**src/logic/fsps_defs.vh**
```
`ifndef FSPS_DEFS_VH
`define FSPS_DEFS_VH
// Register byte offsets on the APB slave
`define FSPS_OFF_ADDR_LOW 12'h000
`define FSPS_OFF_ADDR_HIGH 12'h004
`define FSPS_OFF_DATA_LOW 12'h008
`define FSPS_OFF_DATA_HIGH 12'h00c
`define FSPS_OFF_CONTROL 12'h010
`define FSPS_OFF_UNLOCK 12'h014
`define FSPS_OFF_STATUS 12'h018
// Control register fields
`define FSPS_BIT_GO 0
`define FSPS_BIT_ENABLE 2
`define FSPS_BIT_ERASE 4
`define FSPS_BIT_LATCH_ONLY 5
`define FSPS_BIT_CONFIG 6
`define FSPS_BIT_PROGRAM 7
// Unlock keys
`define FSPS_KEY1 8'h55
`define FSPS_KEY2 8'haa
// Latch geometry and erased value
`define FSPS_LATCHES 32
`define FSPS_LATCH_AW 5
`define FSPS_WORD_W 14
`define FSPS_ERASED 14'h3fff
// Timing: 2 ms operation, 2 setup cycles, 20 ns clock
`define FSPS_OP_TIME_NS 2000000
`define FSPS_CLK_NS 20
`define FSPS_OP_CYCLES (`FSPS_OP_TIME_NS / `FSPS_CLK_NS)
`define FSPS_SETUP_CYCLES 2
`endif

```
**src/logic/fsps_sequencer.v**
```verilog
// The placing of the registers and the APB slave port are this design's own decisions.
`timescale 1ns/1ns
`include "fsps_defs.vh"
// Notes on behaviour
// - Erase only whole rows of flash
// - Erase select reads set until erase done
// - Two setup cycles after go set
// - Erase stalls CPU about 2 ms
// - CPU resumes after stall ends
// - Writes never erase automatically
// - At most 32 words per write
// - Latch block aligned, never crossed
// - Latches reset to 3FFF after write
// - Latch-only mode just loads one latch
// - Otherwise load last latch, program block
// - Whole latch block always programmed
// - No stall for latch loads; stall on write
module fsps_sequencer #(
  parameter OP_CYCLES = `FSPS_OP_CYCLES
) (
  input wire pclk,
  input wire presetn,
  input wire psel,
  input wire penable,
  input wire pwrite,
  input wire [11:0] paddr,
  input wire [31:0] pwdata,
  output reg [31:0] prdata,
  output wire pready,
  output wire pslverr,
  output wire cpu_stall,
  output reg flash_erase_row,
  output reg flash_program_word,
  output reg [14:0] flash_addr,
  output reg [13:0] flash_wdata
);
  localparam ST_IDLE = 4'b0001;
  localparam ST_SETUP = 4'b0010;
  localparam ST_ERASE = 4'b0100;
  localparam ST_PROG = 4'b1000;

  reg [7:0] addr_low_r;
  reg [6:0] addr_high_r;
  reg [7:0] data_low_r;
  reg [5:0] data_high_r;
  reg [7:0] ctrl_r;
  reg [1:0] unlock_r;
  reg [3:0] state_r;
  reg [21:0] count_r;
  reg op_erase_r;
  reg [5:0] prog_idx_r;
  reg prog_rd_r;

  wire acc = psel && penable;
  wire wr = acc && pwrite;
  wire [14:0] pm_addr = {addr_high_r, addr_low_r};
  wire [13:0] pm_data = {data_high_r, data_low_r};
  wire [13:0] latch_rd;
  wire busy = (state_r != ST_IDLE);
  // Store the word only when the go really starts
  wire go_req;
  wire latch_ld;
  wire latch_clr;

  // Decode one register offset
  function hit;
    input [11:0] a;
    input [11:0] off;
    begin
      hit = (a == off);
    end
  endfunction

  assign pready = 1'b1;
  assign pslverr = 1'b0;
  // stall during erase or block-write setup and flash work only
  assign cpu_stall = (state_r == ST_ERASE) || (state_r == ST_PROG) ||
                     ((state_r == ST_SETUP) && !ctrl_r[`FSPS_BIT_LATCH_ONLY] && !op_erase_r) ||
                     ((state_r == ST_SETUP) && op_erase_r);

  // go honoured only straight after both keys with enable set
  assign go_req = wr && hit(paddr, `FSPS_OFF_CONTROL) && pwdata[`FSPS_BIT_GO] &&
                  !ctrl_r[`FSPS_BIT_GO] && (unlock_r == 2'd2) && ctrl_r[`FSPS_BIT_ENABLE] &&
                  pwdata[`FSPS_BIT_ENABLE] && pwdata[`FSPS_BIT_PROGRAM] && !pwdata[`FSPS_BIT_CONFIG] && !busy;
  // every non-erase go loads the addressed latch
  assign latch_ld = go_req && !pwdata[`FSPS_BIT_ERASE];
  // latches return to erased value after the block write
  assign latch_clr = (state_r == ST_PROG) && (count_r == 22'd1);

  // latch index is low address bits, never crosses block
  fsps_latch_mem u_latch (
    .pclk(pclk),
    .presetn(presetn),
    .clear(latch_clr),
    .wr_en(latch_ld),
    .wr_idx(pm_addr[4:0]),
    .wr_data(pm_data),
    .rd_idx(prog_idx_r[4:0]),
    .rd_data(latch_rd)
  );

  // Unlock tracker: any other write breaks the key sequence
  always @(posedge pclk or negedge presetn) begin
    if (!presetn) begin
      unlock_r <= 2'd0;
    end else if (wr) begin
      if (hit(paddr, `FSPS_OFF_UNLOCK) && pwdata[7:0] == `FSPS_KEY1) begin
        unlock_r <= 2'd1;
      end else if (hit(paddr, `FSPS_OFF_UNLOCK) && pwdata[7:0] == `FSPS_KEY2 && unlock_r == 2'd1) begin
        unlock_r <= 2'd2;
      end else begin
        unlock_r <= 2'd0;
      end
    end
  end

  // Address, data and control registers
  always @(posedge pclk or negedge presetn) begin
    if (!presetn) begin
      addr_low_r <= 8'h00;
      addr_high_r <= 7'h00;
      data_low_r <= 8'h00;
      data_high_r <= 6'h00;
      ctrl_r <= 8'h00;
    end else begin
      // Operand registers locked while the sequencer works
      if (wr && !busy && hit(paddr, `FSPS_OFF_ADDR_LOW)) addr_low_r <= pwdata[7:0];
      if (wr && !busy && hit(paddr, `FSPS_OFF_ADDR_HIGH)) addr_high_r <= pwdata[6:0];
      if (wr && !busy && hit(paddr, `FSPS_OFF_DATA_LOW)) data_low_r <= pwdata[7:0];
      if (wr && !busy && hit(paddr, `FSPS_OFF_DATA_HIGH)) data_high_r <= pwdata[5:0];
      if (wr && !busy && hit(paddr, `FSPS_OFF_CONTROL)) begin
        // Software cannot set go itself; only an accepted go does
        ctrl_r <= {pwdata[7:1], go_req};
      end else if ((state_r == ST_ERASE || state_r == ST_PROG) && count_r == 22'd1) begin
        // hardware ends go and erase select
        ctrl_r[`FSPS_BIT_GO] <= 1'b0;
        ctrl_r[`FSPS_BIT_ERASE] <= 1'b0;
      end else if (state_r == ST_SETUP && count_r == 22'd1 && !op_erase_r && ctrl_r[`FSPS_BIT_LATCH_ONLY]) begin
        ctrl_r[`FSPS_BIT_GO] <= 1'b0;
      end
    end
  end

  // Sequencer: setup, then erase row, program block, or back to idle after a latch-only load
  always @(posedge pclk or negedge presetn) begin
    if (!presetn) begin
      state_r <= ST_IDLE;
      count_r <= 22'd0;
      op_erase_r <= 1'b0;
      prog_idx_r <= 6'd0;
      prog_rd_r <= 1'b0;
      flash_erase_row <= 1'b0;
      flash_program_word <= 1'b0;
      flash_addr <= 15'h0000;
      flash_wdata <= 14'h0000;
    end else begin
      flash_erase_row <= 1'b0;
      flash_program_word <= 1'b0;
      case (state_r)
        ST_IDLE: begin
          if (go_req) begin
            state_r <= ST_SETUP;
            count_r <= 22'd`FSPS_SETUP_CYCLES;
            op_erase_r <= pwdata[`FSPS_BIT_ERASE];
          end
        end
        ST_SETUP: begin
          if (count_r == 22'd1) begin
            if (op_erase_r) begin
              state_r <= ST_ERASE;
              count_r <= OP_CYCLES[21:0];
              flash_erase_row <= 1'b1;
              flash_addr <= {pm_addr[14:5], 5'h00};
            end else if (ctrl_r[`FSPS_BIT_LATCH_ONLY]) begin
              state_r <= ST_IDLE;
              count_r <= 22'd0;
            end else begin
              // stream all 32 latches, no erase
              state_r <= ST_PROG;
              count_r <= OP_CYCLES[21:0];
              prog_idx_r <= 6'd0;
              prog_rd_r <= 1'b0;
            end
          end else begin
            count_r <= count_r - 22'd1;
          end
        end
        ST_ERASE: begin
          if (count_r == 22'd1) state_r <= ST_IDLE;
          count_r <= count_r - 22'd1;
        end
        ST_PROG: begin
          // One read cycle latency from the latch memory
          if (prog_idx_r < `FSPS_LATCHES) prog_idx_r <= prog_idx_r + 6'd1;
          prog_rd_r <= (prog_idx_r < `FSPS_LATCHES);
          if (prog_rd_r) begin
            flash_program_word <= 1'b1;
            flash_addr <= {pm_addr[14:5], prog_idx_r[4:0] - 5'd1};
            flash_wdata <= latch_rd;
          end
          if (count_r == 22'd1) state_r <= ST_IDLE;
          count_r <= count_r - 22'd1;
        end
        default: begin
          state_r <= ST_IDLE;
        end
      endcase
    end
  end

  // Read mux; the status word shows sequencer state and unlock progress
  always @* begin
    prdata = 32'h00000000;
    if (hit(paddr, `FSPS_OFF_ADDR_LOW)) prdata = {24'h000000, addr_low_r};
    else if (hit(paddr, `FSPS_OFF_ADDR_HIGH)) prdata = {25'h0, addr_high_r};
    else if (hit(paddr, `FSPS_OFF_DATA_LOW)) prdata = {24'h000000, data_low_r};
    else if (hit(paddr, `FSPS_OFF_DATA_HIGH)) prdata = {26'h0, data_high_r};
    else if (hit(paddr, `FSPS_OFF_CONTROL)) prdata = {24'h000000, ctrl_r};
    else if (hit(paddr, `FSPS_OFF_STATUS)) prdata = {26'h0, unlock_r, state_r};
  end
endmodule

```
**src/logic/fsps_latch_mem.v**
```verilog
`timescale 1ns/1ns
// Write latch block; clear restores erased value everywhere
module fsps_latch_mem (
  input wire pclk,
  input wire presetn,
  input wire clear,
  input wire wr_en,
  input wire [4:0] wr_idx,
  input wire [13:0] wr_data,
  input wire [4:0] rd_idx,
  output reg [13:0] rd_data
);
`include "fsps_defs.vh"
  reg [13:0] mem_r [0:31];
  genvar g;
  // One word per latch; clear beats a load in the same cycle
  generate
    for (g = 0; g < `FSPS_LATCHES; g = g + 1) begin : gen_latch
      always @(posedge pclk or negedge presetn) begin
        if (!presetn) begin
          mem_r[g] <= 14'h3fff;
        end else if (clear) begin
          mem_r[g] <= `FSPS_ERASED;
        end else if (wr_en && wr_idx == g) begin
          mem_r[g] <= wr_data;
        end
      end
    end
  endgenerate
  // Registered read port
  always @(posedge pclk or negedge presetn) begin
    if (!presetn) begin
      rd_data <= 14'h3fff;
    end else begin
      rd_data <= mem_r[rd_idx];
    end
  end
endmodule

```
**config.mk**
```make
export PLATFORM = sky130hd
export DESIGN_NAME = fsps_sequencer
export DESIGN_NICKNAME = d
export VERILOG_FILES = /design/src/logic/fsps_sequencer.v /design/src/logic/fsps_latch_mem.v
export VERILOG_INCLUDE_DIRS = /design/src /design/src/logic
export SDC_FILE = /design/constraint.sdc
export NUM_CORES = 1
export LEC_CHECK = 0
export BUFFER_PORTS_ARGS = -buffer_cell sky130_fd_sc_hd__buf_4
export CAP_MARGIN = 20
export CORE_UTILIZATION = 50
export CTS_BUF_LIST = sky130_fd_sc_hd__clkbuf_8
export DETAILED_ROUTE_END_ITERATION = 6
export PLACE_DENSITY = 0.64
export REMOVE_ABC_BUFFERS = 1
export SYNTH_ARGS = -nofsm -noshare
export SYNTH_HDL_FRONTEND = slang
export SYNTH_SLANG_ARGS = --single-unit
```
**constraint.sdc**
```tcl
create_clock -name pclk -period 3.5 [get_ports pclk]
set_clock_uncertainty 0.05 [all_clocks]
set_input_delay 0.7 -clock pclk [delete_from_list [all_inputs] [get_ports pclk]]
set_output_delay 0.7 -clock pclk [all_outputs]
set_load 0.05 [all_outputs]
```
==> impl_results.md <==
- Vias per cell: 5.695
- Die area: 58,730 sq um
- Chip width: 242.3 microns
- DRT Pass-1 Iters: 5
- Syn Std Cell Area: 28,880 sq um
- # resized after CTS: 0
- Fraction of the yosys area taken by sequential cells: 51.05%
- Max Used Layer: met4
- Worst slew pin tran: 933.9 ps
- Setup CP Type: primary input to output port
- Layout cell share with drive strength beyond 1: 41.77%
- Syn avg cell area: 12.69 sq um
- Hold crit path type: primary input to async pin
- Final hold viol count: 0
- Area after DPL: 30,410 sq um
- Metal3 WL: 3.456 mm
- Initial antenna violation count: 1
- Starting DRC count in detailed routing: 1,190
- CTS tree: yes
- Max Slew Vio Count: 0
- Ys async rst share: 100.0%
- Final std cell area, no fill: 32,550 sq um
- H-tree levels: 3
- Via Count: 18,040
- Post-synth EDFFs: 0
- Wire per inst: 22.24 microns
- FF+latch area: 14,750 sq um
- Area of the multi-input gates: 12,880 sq um
- Final wirelength: 70.46 mm
- Die Ht: 242.3 microns
- Largest net degree at the start of global routing: 149
- Detail Placement HPWL: 43.35 mm
- Root Buffer: clkbuf_8
- # DRC: 0
- RSZ-0062 raised after global routing: no
- Vias in the first global route: 18,850
- FF-to-FF End: u_latch.mem_r[391]
- Ys flop type: dfstp_2
- Metal-1 WL: 31.08 mm
- Worst r2r path cells: 7
- Final Power: 13.13 mW
- Flop2flop setup slack: 560 ps
- Clock period minus final worst setup slack: 3347 ps
- Filler Cells Inserted: 4,603
- Yosys warns: 0
- Status: completed
- Cells after Synth: 2,276
- Io pins: 115
- Initial Util: 50.92%
- Cell Pwr Density: 403.3 nW/um^2
- CORE AREA: 56,710 sq um
- GPL Wtd Cong: 0.8261
- Place WS: 88.49 ps
- # clock sinks: 566
- Worst-path clk slew: 60 ps
- Post-CTS Setup Bufs: 0
- Fin crit share: 95.63%
- Commonest non-fill, non-tap cell in the layout: mux2i_1
- Most frequent cells in the layout: mux2i_1, nand2_1, dfstp_2
- Clock Tree Buf Depth: 3
- Met2 WL post-DR: 34.28 mm
- Hold buffers post-CTS: 0
- Post-route ant nets: 0
- Final setup fails: 0
- GRT overflow: 0
- PnR worst setup slack: 153.0 ps
- Fmax: 298.8 MHz
- Nets: 2,378
- I/O Buffers: 64
- Worst endpoint required time: 2750 ps
- CP arrival: 2600 ps
- Peak supply drop: 0.2715 mV
- Element type at the critical path end: output port
- P&R area growth vs syn: 12.71%
- GRT Overall Usage: 24.48%
- Startpoint types: primary input
- Worst Path Max Fanout: 10
- P_leak: 11.84 nW
- Max-cap viol count: 0
- Yosys reg bits: 566
- Total CTS buffers: 100
- Max_slew headroom: 37.74%
- Row count: 87
- First-pass GRT wire length: 111.7 mm
- Clk_lat worst skew: 690 ps
- Layout Utilization: 57.39%
- R2R Path Start: state_r[0]
- Distinct cells, synth: 66
[cell families (layout without fill, tap and decap cells)]
kind of cell / Yosys count / in the layout / share of synthesized area (%)
XOR/XNOR: 4 / 4 / 0.1213
multiplexers: 682 / 682 / 29.63
adder cells (fa/ha/maj): 4 / 4 / 0.1733
AND/OR/NAND/NOR: 648 / 648 / 11.42
other: 2 / 27 / 0.02600
flip-flops: 566 / 566 / 51.05
AO/OA/AOI/OAI: 123 / 123 / 2.855
buffers and inverters: 247 / 358 / 4.718
[sequential cells by signal, indices dropped and copies added (netlist names), 2 cells and up]
signal           flops
addr_high_r          7
state_r              4
unlock_r             2
flash_addr          15
data_low_r           8
u_latch.rd_data     14
u_latch.mem_r      448
prog_idx_r           6
count_r             22
ctrl_r               8
data_high_r          6
addr_low_r           8
flash_wdata         14
[layout make-up]
type	count	share of cell area, %
Sequential cell	566	45.33
Tap cell	756	2.906
Clock inverter	51	0.7726
Clock buffer	137	5.793
Inverter	10	0.1153
Antenna cell	1	0.007688
Timing Repair Buffer	160	5.520
Multi-Input combinational cell	1487	39.56
[where the power goes]
| group | internal, mW | total, mW | leakage, nW | switching, mW |
|---|---|---|---|---|
| sequential | 6.58 | 6.58 | 6.26 | 0.000490 |
| combinational | 0.0508 | 0.279 | 4.35 | 0.228 |
| clock | 3.55 | 6.27 | 1.23 | 2.72 |
[Yosys cell counts (6+ instances only)]
cell | n | area (sq um)
buf_2 | 42 | 210.2
dfrtp_1 | 103 | 2577
a22oi_1 | 14 | 105.1
dfstp_2 | 463 | 12170
clkbuf_1 | 106 | 397.9
o21a_1 | 15 | 112.6
nor2b_1 | 9 | 56.30
nand3_1 | 15 | 75.07
or3_1 | 10 | 62.56
o31ai_1 | 11 | 82.58
a21oi_1 | 31 | 155.2
nor4b_1 | 6 | 52.55
nor3_1 | 11 | 55.05
mux2_2 | 56 | 630.6
mux2_1 | 8 | 90.09
or4_1 | 12 | 90.09
nor2_1 | 34 | 127.6
buf_1 | 22 | 82.58
o21ai_0 | 12 | 60.06
buf_6 | 29 | 326.6
and2_1 | 6 | 37.54
nor4_4 | 32 | 680.7
nand2_1 | 477 | 1790
buf_4 | 35 | 262.8
inv_1 | 10 | 37.54
mux2i_1 | 486 | 4865
mux4_2 | 132 | 2973
[per-stage QoR]
stage                     cells  setup TNS, ps  hold WS, ps
after floorplan            2063       -2155600        354.4
after global placement     2979              0        424.9
after detailed placement   2979              0        426.1
after CTS                  3167              0        19.19
after global routing       3168              0        69.49
final                      3168              0        56.48
[per-layer routing]
metal | vias to the layer above | GRT usage [%]
met2 | 456 | 39.66
met3 | 100 | 4.010
met1 | 9356 | 33.41
met5 | - | 0
met4 | 0 | 8.488
li1 | 8129 | -
[how the worst max path moves through the flow]
| stage | depth (start not counted) | end | slack, ps | startpoint |
|---|---|---|---|---|
| 5_1_grt | 5 | prdata[0] | 60 | paddr[0] |
| 3_3_place_gp | 7 | data_low_r[7] | 90 | paddr[0] |
| 6_report | 5 | prdata[0] | 150 | paddr[0] |
| 4_1_cts | 5 | prdata[0] | 100 | paddr[0] |
| 2_1_floorplan | 6 | u_latch.mem_r[0] | -4610 | count_r[0] |
| 3_5_place_dp | 7 | data_low_r[0] | 90 | paddr[0] |
[critical path, stage by stage]
cell	delay [ps]
buf_4	100
or4_1	580
or3_1	550
a211oi_1	380
buf_4	280
Note: power is estimated with default switching activity, not from simulation.
